==> src/bsr_defines.svh <==
// Purpose: Constants of the bus status reporting unit
// Assumes: Included by bare name
// Notes: Bit positions, reset values, filter senses
`ifndef BSR_DEFINES_SVH
`define BSR_DEFINES_SVH

// Status byte bit positions
`define BSR_SB_INSTR 1
`define BSR_SB_COUPL 2
`define BSR_SB_HW 3
`define BSR_SB_MAV 4
`define BSR_SB_ESB 5
`define BSR_SB_MSS 6
`define BSR_SB_ERB 7

// Reset values
`define BSR_RST8 8'h00
`define BSR_RST16 16'h0000

// Implemented bits of the device structures
`define BSR_HW_USED 16'hC0FF
`define BSR_INSTR_USED 8'h0F

// Transition sense: 1 = rising edge sets event, 0 = falling edge
`define BSR_HW_RISE 16'hFFFF
`define BSR_INSTR_RISE 8'h00
`define BSR_COUPL_RISE 16'hFFFF

// Error query answers
`define BSR_ERR_EMPTY 8'h00
`define BSR_ERR_FULL 8'hFF

// Error queue depth default
`define BSR_ERRQ_DEPTH 8

`endif

==> src/bsr_pkg.sv <==
// Purpose: Types of the bus status reporting unit
// Assumes: Codes follow declaration order
// Notes: Command codes are driven on CMD_CODE
package bsr_pkg;
    typedef enum logic [4:0] {
        BSR_CMD_CLEAR_STATUS,
        BSR_CMD_STATUS_BYTE_Q,
        BSR_CMD_SRQ_ENABLE_W,
        BSR_CMD_SRQ_ENABLE_Q,
        BSR_CMD_STD_ENABLE_W,
        BSR_CMD_STD_ENABLE_Q,
        BSR_CMD_STD_EVENT_Q,
        BSR_CMD_HW_COND_Q,
        BSR_CMD_HW_ENABLE_W,
        BSR_CMD_HW_ENABLE_Q,
        BSR_CMD_HW_EVENT_Q,
        BSR_CMD_COUPL_COND_Q,
        BSR_CMD_COUPL_ENABLE_W,
        BSR_CMD_COUPL_ENABLE_Q,
        BSR_CMD_COUPL_EVENT_Q,
        BSR_CMD_INSTR_COND_Q,
        BSR_CMD_INSTR_ENABLE_W,
        BSR_CMD_INSTR_ENABLE_Q,
        BSR_CMD_INSTR_EVENT_Q,
        BSR_CMD_ERROR_Q
    } bsr_cmd_t;
endpackage

==> src/bsr_status_unit.sv <==
// Purpose: Status byte, event structures, service request, error queue
// Assumes: Condition inputs and commands come from logic on CORE_CLK
// Notes: One command per cycle, answer one cycle later
//        A new condition edge wins over a read or clear of its event
//        A full error queue drops new entries unless popped that cycle
//        Transition senses are fixed by constants, not by commands
//
// Functional notes
// RULE_01 - Bits 0-5,7 are one-bit summaries
// RULE_02 - Master summary is status AND enable nonzero
// RULE_03 - Status query bit 6 carries master summary
// RULE_04 - Poll bit 6 is request flag, poll clears
// RULE_05 - Bit 4 set while output queue holds data
// RULE_06 - Bit 5 is standard event summary
// RULE_07 - Bit 7 set while error queue nonempty
// RULE_08 - Bits 1-3 instrument, coupling, hardware; 0 zero
// RULE_09 - Service enable writable and readable by controller
// RULE_10 - Condition reads are live, never writable
// RULE_11 - Transition sense fixed at build time
// RULE_12 - Event bits latch until read or clear
// RULE_13 - Re-set only on fresh transition
// RULE_14 - Enable registers read/write; summary is AND nonzero
// RULE_15 - Enables survive clear, zero at power-on
// RULE_16 - Hardware bits 0-7 trip, unlock, reference, mod levels
// RULE_17 - Hardware bits 14,15 used; 8-13 read zero
// RULE_18 - Instrument bits 0-3 activities; 4-7 unused
// RULE_19 - Error query gives head, 0 empty, 255 full
// RULE_20 - Service enable bit 6 ignores writes, reads zero
// RULE_21 - Request flag sets on new reason, clears
// RULE_22 - Status byte query clears nothing
// RULE_23 - Events to status byte within one cycle
`timescale 1ns/100ps
`include "bsr_defines.svh"

module bsr_status_unit #(
    parameter int COUPL_W = 16,
    parameter int ERRQ_DEPTH = `BSR_ERRQ_DEPTH
) (
    input wire logic CORE_CLK,
    input wire logic RESET_N,
    input wire logic CMD_VALID,
    input wire logic [4:0] CMD_CODE,
    input wire logic [15:0] CMD_DATA,
    output logic RESP_VALID,
    output logic [15:0] RESP_DATA,
    input wire logic POLL_STROBE,
    output logic POLL_VALID,
    output logic [7:0] POLL_DATA,
    output logic SRQ,
    output logic [7:0] STATUS_BYTE,
    input wire logic OUTQ_NOT_EMPTY,
    input wire logic [7:0] STD_EVENT_SET,
    input wire logic [15:0] HW_COND,
    input wire logic [COUPL_W-1:0] COUPL_COND,
    input wire logic [7:0] INSTR_COND,
    input wire logic ERR_PUSH,
    input wire logic [7:0] ERR_CODE,
    output logic ERR_QUEUE_FULL
);
    // Pointer width of the error queue
    localparam int PW = $clog2(ERRQ_DEPTH);

    // Refuse sizes the pointers or the coupling view cannot serve
    if (COUPL_W < 1 || COUPL_W > 16 || ERRQ_DEPTH < 2 || ERRQ_DEPTH > 256
        || (1 << PW) != ERRQ_DEPTH) begin : g_bad_params
        $error("bsr_status_unit: unsupported parameters");
    end

    ////////////////////////////////////////////////////////////////////////
    // Fixed transition filter: selected edge of each condition bit
    function automatic logic [15:0] trans_f(input logic [15:0] cur, input logic [15:0] prv,
                                            input logic [15:0] rise);
        trans_f = (rise & cur & ~prv) | (~rise & ~cur & prv); // RULE_11 RULE_13
    endfunction

    // Command decode helper
    function automatic logic is_cmd(input logic v, input logic [4:0] code,
                                    input bsr_pkg::bsr_cmd_t c);
        is_cmd = v && (code == c);
    endfunction

    ////////////////////////////////////////////////////////////////////////
    // Condition views and their previous samples
    logic armed_q;
    logic [15:0] hw_live;
    logic [15:0] coupl_live;
    logic [7:0] instr_live;
    logic [15:0] hw_prev_q;
    logic [15:0] coupl_prev_q;
    logic [7:0] instr_prev_q;
    // Latched events and their enables
    logic [15:0] hw_ev_q, coupl_ev_q, hw_en_q, coupl_en_q;
    logic [7:0] instr_ev_q, instr_en_q, std_ev_q, std_en_q, sre_q;
    // Transition filter outputs
    logic [15:0] hw_set;
    logic [15:0] coupl_set;
    logic [7:0] instr_set;
    // Summary bits and service request
    logic do_cls;
    logic hsb, csb, ssb, esb, erb, mss;
    logic [7:0] sb_core;
    logic [7:0] reason;
    logic [7:0] reason_prev_q;
    logic rqs_q;
    // Error queue storage and pointers
    logic [7:0] errq_mem [ERRQ_DEPTH];
    logic [PW-1:0] rd_ptr_q;
    logic [PW-1:0] wr_ptr_q;
    logic [PW:0] err_cnt_q;
    logic err_pop, err_push_ok, err_full;

    // Live condition views, unused bits forced low
    assign hw_live = HW_COND & `BSR_HW_USED; // RULE_16 RULE_17 RULE_10
    assign instr_live = INSTR_COND & `BSR_INSTR_USED; // RULE_18 RULE_10
    assign coupl_live = 16'(COUPL_COND);
    assign do_cls = is_cmd(CMD_VALID, CMD_CODE, bsr_pkg::BSR_CMD_CLEAR_STATUS);

    // Filter outputs, quiet until first sample after reset
    assign hw_set = armed_q ? trans_f(hw_live, hw_prev_q, `BSR_HW_RISE) : 16'h0000;
    assign coupl_set = armed_q ? trans_f(coupl_live, coupl_prev_q, `BSR_COUPL_RISE)
                               : 16'h0000;
    assign instr_set = armed_q ? 8'(trans_f({8'h00, instr_live}, {8'h00, instr_prev_q},
                                            {8'h00, `BSR_INSTR_RISE}))
                               : 8'h00;

    ////////////////////////////////////////////////////////////////////////
    // Previous condition samples
    always_ff @(posedge CORE_CLK or negedge RESET_N) begin
        if (!RESET_N) begin
            armed_q <= 1'b0;
            hw_prev_q <= `BSR_RST16;
            coupl_prev_q <= `BSR_RST16;
            instr_prev_q <= `BSR_RST8;
        end else begin
            armed_q <= 1'b1;
            hw_prev_q <= hw_live;
            coupl_prev_q <= coupl_live;
            instr_prev_q <= instr_live;
        end
    end

    // Latched event registers; a new edge wins over read or clear
    always_ff @(posedge CORE_CLK or negedge RESET_N) begin
        if (!RESET_N) begin
            hw_ev_q <= `BSR_RST16;
            coupl_ev_q <= `BSR_RST16;
            instr_ev_q <= `BSR_RST8;
            std_ev_q <= `BSR_RST8;
        end else begin
            hw_ev_q <= (do_cls || is_cmd(CMD_VALID, CMD_CODE, bsr_pkg::BSR_CMD_HW_EVENT_Q)
                        ? 16'h0000 : hw_ev_q) | hw_set; // RULE_12
            coupl_ev_q <= (do_cls || is_cmd(CMD_VALID, CMD_CODE,
                           bsr_pkg::BSR_CMD_COUPL_EVENT_Q) ? 16'h0000 : coupl_ev_q)
                          | coupl_set; // RULE_12
            instr_ev_q <= (do_cls || is_cmd(CMD_VALID, CMD_CODE,
                           bsr_pkg::BSR_CMD_INSTR_EVENT_Q) ? 8'h00 : instr_ev_q)
                          | instr_set; // RULE_12
            std_ev_q <= (do_cls || is_cmd(CMD_VALID, CMD_CODE, bsr_pkg::BSR_CMD_STD_EVENT_Q)
                         ? 8'h00 : std_ev_q) | STD_EVENT_SET; // RULE_12
        end
    end

    // Enable registers, untouched by clear
    always_ff @(posedge CORE_CLK or negedge RESET_N) begin
        if (!RESET_N) begin
            hw_en_q <= `BSR_RST16; // RULE_15
            coupl_en_q <= `BSR_RST16;
            instr_en_q <= `BSR_RST8;
            std_en_q <= `BSR_RST8;
            sre_q <= `BSR_RST8;
        end else if (CMD_VALID) begin
            unique case (CMD_CODE)
                bsr_pkg::BSR_CMD_HW_ENABLE_W: hw_en_q <= CMD_DATA; // RULE_14
                bsr_pkg::BSR_CMD_COUPL_ENABLE_W: coupl_en_q <= CMD_DATA;
                bsr_pkg::BSR_CMD_INSTR_ENABLE_W: instr_en_q <= CMD_DATA[7:0];
                bsr_pkg::BSR_CMD_STD_ENABLE_W: std_en_q <= CMD_DATA[7:0];
                bsr_pkg::BSR_CMD_SRQ_ENABLE_W: begin
                    sre_q <= CMD_DATA[7:0] & ~(8'h01 << `BSR_SB_MSS); // RULE_09 RULE_20
                end
                default: ;
            endcase
        end
    end

    ////////////////////////////////////////////////////////////////////////
    // Summaries and status byte, combinational from latched events, error count and output queue input
    assign hsb = |(hw_ev_q & hw_en_q); // RULE_14 RULE_23
    assign csb = |(coupl_ev_q & coupl_en_q);
    assign ssb = |(instr_ev_q & instr_en_q);
    assign esb = |(std_ev_q & std_en_q); // RULE_06
    assign erb = err_cnt_q != '0; // RULE_07
    assign sb_core = {erb, 1'b0, esb, OUTQ_NOT_EMPTY, // RULE_01 RULE_05
                      hsb, csb, ssb, 1'b0}; // RULE_08
    assign reason = sb_core & sre_q;
    assign mss = |reason; // RULE_02
    assign STATUS_BYTE = sb_core | (8'(mss) << `BSR_SB_MSS);
    assign SRQ = rqs_q;

    // Request flag: new enabled reason sets; no reason or poll clears
    always_ff @(posedge CORE_CLK or negedge RESET_N) begin
        if (!RESET_N) begin
            reason_prev_q <= `BSR_RST8;
            rqs_q <= 1'b0;
        end else begin
            reason_prev_q <= reason;
            if (|(reason & ~reason_prev_q)) begin
                rqs_q <= 1'b1; // RULE_21
            end else if (!mss || POLL_STROBE) begin
                rqs_q <= 1'b0; // RULE_21 RULE_04
            end
        end
    end

    // Serial poll answer
    always_ff @(posedge CORE_CLK or negedge RESET_N) begin
        if (!RESET_N) begin
            POLL_VALID <= 1'b0;
            POLL_DATA <= `BSR_RST8;
        end else begin
            POLL_VALID <= POLL_STROBE;
            if (POLL_STROBE) begin
                POLL_DATA <= sb_core | (8'(rqs_q) << `BSR_SB_MSS); // RULE_04
            end
        end
    end

    ////////////////////////////////////////////////////////////////////////
    // Error queue: full drops new entries, clear empties it
    assign err_full = err_cnt_q == (PW+1)'(ERRQ_DEPTH);
    assign ERR_QUEUE_FULL = err_full;
    assign err_pop = is_cmd(CMD_VALID, CMD_CODE, bsr_pkg::BSR_CMD_ERROR_Q) && erb;
    assign err_push_ok = ERR_PUSH && (!err_full || err_pop) && !do_cls;

    // Write port of the queue storage
    always_ff @(posedge CORE_CLK) begin
        if (err_push_ok) begin
            errq_mem[wr_ptr_q] <= ERR_CODE;
        end
    end

    // Read and write pointers, fill count
    always_ff @(posedge CORE_CLK or negedge RESET_N) begin
        if (!RESET_N) begin
            rd_ptr_q <= '0;
            wr_ptr_q <= '0;
            err_cnt_q <= '0;
        end else if (do_cls) begin
            rd_ptr_q <= '0;
            wr_ptr_q <= '0;
            err_cnt_q <= '0;
        end else begin
            if (err_push_ok) begin
                wr_ptr_q <= wr_ptr_q + 1'b1;
            end
            if (err_pop) begin
                rd_ptr_q <= rd_ptr_q + 1'b1;
            end
            err_cnt_q <= err_cnt_q + (PW+1)'(err_push_ok) - (PW+1)'(err_pop);
        end
    end

    ////////////////////////////////////////////////////////////////////////
    // Query answers, registered one cycle after the command
    always_ff @(posedge CORE_CLK or negedge RESET_N) begin
        if (!RESET_N) begin
            RESP_VALID <= 1'b0;
            RESP_DATA <= `BSR_RST16;
        end else begin
            RESP_VALID <= 1'b0;
            if (CMD_VALID) begin
                RESP_VALID <= 1'b1;
                unique case (CMD_CODE)
                    bsr_pkg::BSR_CMD_STATUS_BYTE_Q: begin
                        RESP_DATA <= {8'h00, STATUS_BYTE}; // RULE_03 RULE_22
                    end
                    bsr_pkg::BSR_CMD_SRQ_ENABLE_Q: RESP_DATA <= {8'h00, sre_q}; // RULE_09 RULE_20
                    bsr_pkg::BSR_CMD_STD_ENABLE_Q: RESP_DATA <= {8'h00, std_en_q};
                    bsr_pkg::BSR_CMD_STD_EVENT_Q: RESP_DATA <= {8'h00, std_ev_q};
                    bsr_pkg::BSR_CMD_HW_COND_Q: RESP_DATA <= hw_live; // RULE_10
                    bsr_pkg::BSR_CMD_HW_ENABLE_Q: RESP_DATA <= hw_en_q; // RULE_14
                    bsr_pkg::BSR_CMD_HW_EVENT_Q: RESP_DATA <= hw_ev_q; // RULE_17
                    bsr_pkg::BSR_CMD_COUPL_COND_Q: RESP_DATA <= coupl_live;
                    bsr_pkg::BSR_CMD_COUPL_ENABLE_Q: RESP_DATA <= coupl_en_q;
                    bsr_pkg::BSR_CMD_COUPL_EVENT_Q: RESP_DATA <= coupl_ev_q;
                    bsr_pkg::BSR_CMD_INSTR_COND_Q: RESP_DATA <= {8'h00, instr_live};
                    bsr_pkg::BSR_CMD_INSTR_ENABLE_Q: RESP_DATA <= {8'h00, instr_en_q};
                    bsr_pkg::BSR_CMD_INSTR_EVENT_Q: RESP_DATA <= {8'h00, instr_ev_q}; // RULE_18
                    bsr_pkg::BSR_CMD_ERROR_Q: begin
                        if (!erb) begin
                            RESP_DATA <= {8'h00, `BSR_ERR_EMPTY}; // RULE_19
                        end else if (err_full) begin
                            RESP_DATA <= {8'h00, `BSR_ERR_FULL}; // RULE_19
                        end else begin
                            RESP_DATA <= {8'h00, errq_mem[rd_ptr_q]}; // RULE_19
                        end
                    end
                    default: begin
                        RESP_VALID <= 1'b0;
                    end
                endcase
            end
        end
    end
endmodule

==> config.mk <==
export PLATFORM = sky130hd
export DESIGN_NAME = bsr_status_unit
export DESIGN_NICKNAME = d
export VERILOG_FILES = /design/src/bsr_pkg.sv /design/src/bsr_status_unit.sv
export VERILOG_INCLUDE_DIRS = /design/src
export SDC_FILE = /design/constraint.sdc
export NUM_CORES = 1
export LEC_CHECK = 0
export ABC_AREA = 1
export BUFFER_PORTS_ARGS = -buffer_cell sky130_fd_sc_hd__buf_2
export CAP_MARGIN = 20
export CORE_MARGIN = 5
export CORE_UTILIZATION = 53
export DETAILED_ROUTE_END_ITERATION = 16
export GPL_ROUTABILITY_DRIVEN = 0
export GPL_TIMING_DRIVEN = 0
export PLACE_DENSITY = 0.76
export SYNTH_ARGS = -nofsm -noshare
export SYNTH_HDL_FRONTEND = slang
export SYNTH_SLANG_ARGS = --single-unit
==> constraint.sdc <==
create_clock -name CORE_CLK -period 2.8 [get_ports CORE_CLK]
set_clock_uncertainty 0.2 [all_clocks]
set_input_delay 0.14 -clock CORE_CLK [delete_from_list [all_inputs] [get_ports CORE_CLK]]
set_output_delay 0.14 -clock CORE_CLK [all_outputs]
set_load 0.03 [all_outputs]
==> flow_metrics.py <==
metrics = {
    "run_status": {
        "status": "finished, final reports clean",
    },
    "placement": {
        "place_ws_ns": -0.2610,
        "detailed_place_hpwl_mm": 20.84,
        "numPortBuffers": 104,
    },
    "layout": {
        "drive_gt1_frac": 0.1529,
        "final_common_cell": "nand2_1",
        "n_fill_cell": 1504,
        "insertedDiodeCount": 0,
        "fin_nets": 1468,
        "syn2layout_area_growth_pct": 24.79,
        "layout_common_cells": "nand2_1 (428), dfrtp_1 (166), buf_2 (112)",
    },
    "power": {
        "power_density_nw_per_um2": 805.2,
        "p_leak_nw": 6.282,
        "finalPower_mw": 10.36,
        "vdd_drop_max_mv": 0.5763,
    },
    "timing": {
        "slew-limit-headroom": 0.4352,
        "period_needed_ns": 2.708,
        "max_freq_ghz": 0.3693,
        "slew_viol_final": 0,
        "setup_slack_ns": 0.09242,
        "fin_setup_tns_ns": 0,
        "setup_violations": 0,
        "finalHoldViolCount": 0,
        "fin_crit_sh": 0.9670,
        "grt_setup_unrepaired": "false",
        "tightest_slew_ns": 0.8441,
    },
    "clock_network": {
        "cts_tree": "done",
        "cts_buffer_depth": 3,
        "cts.clk_slew.worst_paths_ns": 0.06,
        "cts_buffers": 25,
        "clkSinkCount": 230,
        "h-tree-depth": 1,
        "clkLatencyLatePin_ns": 0.52,
        "ctsRootBufferMaster": "clkbuf_16",
    },
    "grt": {
        "grt_overflow": 0,
        "grt_max_degree": 104,
        "grt_pass1_vias": 8860,
        "antenna_found_initial": 0,
        "grt_usage": 0.2744,
        "grt_pass1_wl_mm": 47.48,
    },
    "floorplanning": {
        "placementRows": 51,
        "die_h_um": 149.4,
        "die-area_sq_um": 22330,
        "ios": 119,
        "core_sq_um": 19330,
        "die_w_um": 149.4,
        "start_util": 0.5330,
    },
    "routing": {
        "drt_pass1_iterations": 5,
        "routed_wl_mm": 30.61,
        "drt-initial-drc-count": 1080,
        "vias": 9144,
        "wire_per_inst_um": 18.46,
        "viasPerCell": 5.515,
        "drc": 0,
        "ant_nets": 0,
    },
    "synth": {
        "avgSynthCellArea_sq_um": 8.793,
        "synthDistinctLibCells": 39,
        "syn_inst": 1172,
        "netlist_area_sq_um": 10300,
        "synth-seq-area-share": 0.5896,
        "ys_ff_latch": 230,
        "yosys_warnings": 0,
    },
    "worst_setup_path": {
        "worstPathRequired_ns": 2.46,
        "critPathMaxFanout": 3,
        "crit_path_end_kind": "primary output",
        "criticalPathCategory": "reg -> out",
        "arrival_ns": 2.37,
        "cp-start-kind": "flop",
    },
    "worst_hold_path": {
        "hold_path.class": "in -> async",
    },
    "job": {
        "cap_violations": 0,
    },
}
-- cells in the mapped netlist (all sizes together) --
| master | n | area (sq um) |
|---|---|---|
| a21o | 1 | 7.510 |
| o31ai | 1 | 7.510 |
| o21bai | 8 | 60.06 |
| o22ai | 27 | 168.9 |
| a31oi | 2 | 12.51 |
| nor3 | 3 | 15.01 |
| o32ai | 3 | 26.28 |
| clkinv | 3 | 11.26 |
| a211oi | 1 | 7.510 |
| nand3 | 92 | 470.5 |
| fa | 1 | 20.02 |
| edfxtp | 64 | 1922 |
| a21oi | 12 | 67.57 |
| o2111ai | 7 | 61.31 |
| o21ai | 79 | 402.9 |
| ha | 8 | 100.1 |
| a21boi | 1 | 7.510 |
| nor2 | 92 | 395.4 |
| dfrtp | 166 | 4154 |
| xor2 | 1 | 8.760 |
| nand4 | 9 | 56.30 |
| inv | 106 | 397.9 |
| nand3b | 2 | 15.01 |
| conb | 2 | 7.510 |
| clkbuf | 23 | 86.33 |
| mux2 | 2 | 22.52 |
| buf | 22 | 146.4 |
| nand2 | 434 | 1647 |
-- final cells by class --
type / count / area (sq um) / share of cell area
clock buffers: 26 / 629.4 / 0.04894
plain buffers: 45 / 232.7 / 0.01810
repair buffers: 176 / 1279 / 0.09944
inverters: 109 / 409.1 / 0.03182
flip-flops and latches: 230 / 6076 / 0.4725
well taps: 265 / 331.6 / 0.02578
clock inverters: 18 / 246.5 / 0.01917
multi-input cells: 789 / 3656 / 0.2843
-- repair_timing --
item	in CTS	in global routing
gates resized for setup	3	12
cloned	0	0
setup buffers	2	1
setup endpoints to repair	63	12
hold endpoints to repair	377	0
pin swaps	2	3
hold buffers	68	0
-- flip-flops by register name, summed over array words and instances (netlist names), 6 cells and up --
register,count
std_en_q,8
coupl_ev_q,16
std_ev_q,8
hw_en_q,16
errq_mem,64
POLL_DATA,7
RESP_DATA,16
hw_prev_q,10
sre_q,7
hw_ev_q,10
instr_en_q,8
reason_prev_q,6
coupl_en_q,16
coupl_prev_q,16
-- layer usage --
metal	vias up	routed length, um	global-route usage	part of all wire
li1	4198	-	-	-
met1	4320	12280	0.3871	0.40
met2	528	14020	0.4337	0.46
met3	98	3247	0.05360	0.11
met4	0	1060	0.08833	0.035
met5	-	0	0	0
-- per-stage QoR --
stage | util | cells | hold WS (ns) | instance area [sq um]
after detailed placement | 0.5792 | 1543 | -0.08737 | 11200
after global routing | 0.6651 | 1658 | 0.02831 | 12860
after global placement | 0.5772 | 1542 | 0.07560 | 11160
after CTS | 0.6620 | 1657 | 0.002132 | 12800
final | 0.6651 | 1658 | 0.01340 | 12860
after floorplan | - | 1173 | -0.3556 | 10310
-- path summary, 6_finish.rpt --
kind | cells past startpoint | to | startpoint | slack [ns]
max in group asynchronous | 3 | hw_prev_q[1] | RESET_N | 1.92
max reg2reg | 17 | err_cnt_q[2] | err_cnt_q[2] | 0.13
min reg2reg | 1 | coupl_ev_q[7] | coupl_prev_q[7] | 0.23
min in group CORE_CLK | 6 | rd_ptr_q[1] | CMD_CODE[3] | 0.05
min | 3 | RESP_DATA[9] | RESET_N | 0.01
max | 10 | STATUS_BYTE[6] | std_ev_q[3] | 0.09
-- where the power goes --
group | leakage [nW] | switching (mW) | internal, mW
Sequential | 2.54 | 0.319 | 4.00
Clock | 0.418 | 1.36 | 2.18
Combinational | 3.33 | 1.67 | 0.825
Total | 6.28 | 3.35 | 7.01
-- cells by family after synthesis --
family	count (synthesis)	share of synthesized area
and+or+nand+nor	632	0.2522
DFF	230	0.5896
buffers and inverters	154	0.06229
AOI/OAI and AO/OA	142	0.08050
adders and majority gates	9	0.01166
other	2	0.0007288
muxes	2	0.002185
xor gates and xnor gates	1	0.0008501
-- worst max-delay path, cell delays in order, from the launching register on --
cell	delay (ns)
dfrtp_1	0.42
nand2_1	0.08
nand2_1	0.05
nor2_1	0.29
nand2_1	0.23
nand2_1	0.16
nand2_1	0.06
nor2_1	0.13
nand2_1	0.11
buf_4	0.15
buf_2	0.16
Power figures use the tool's default switching activity.
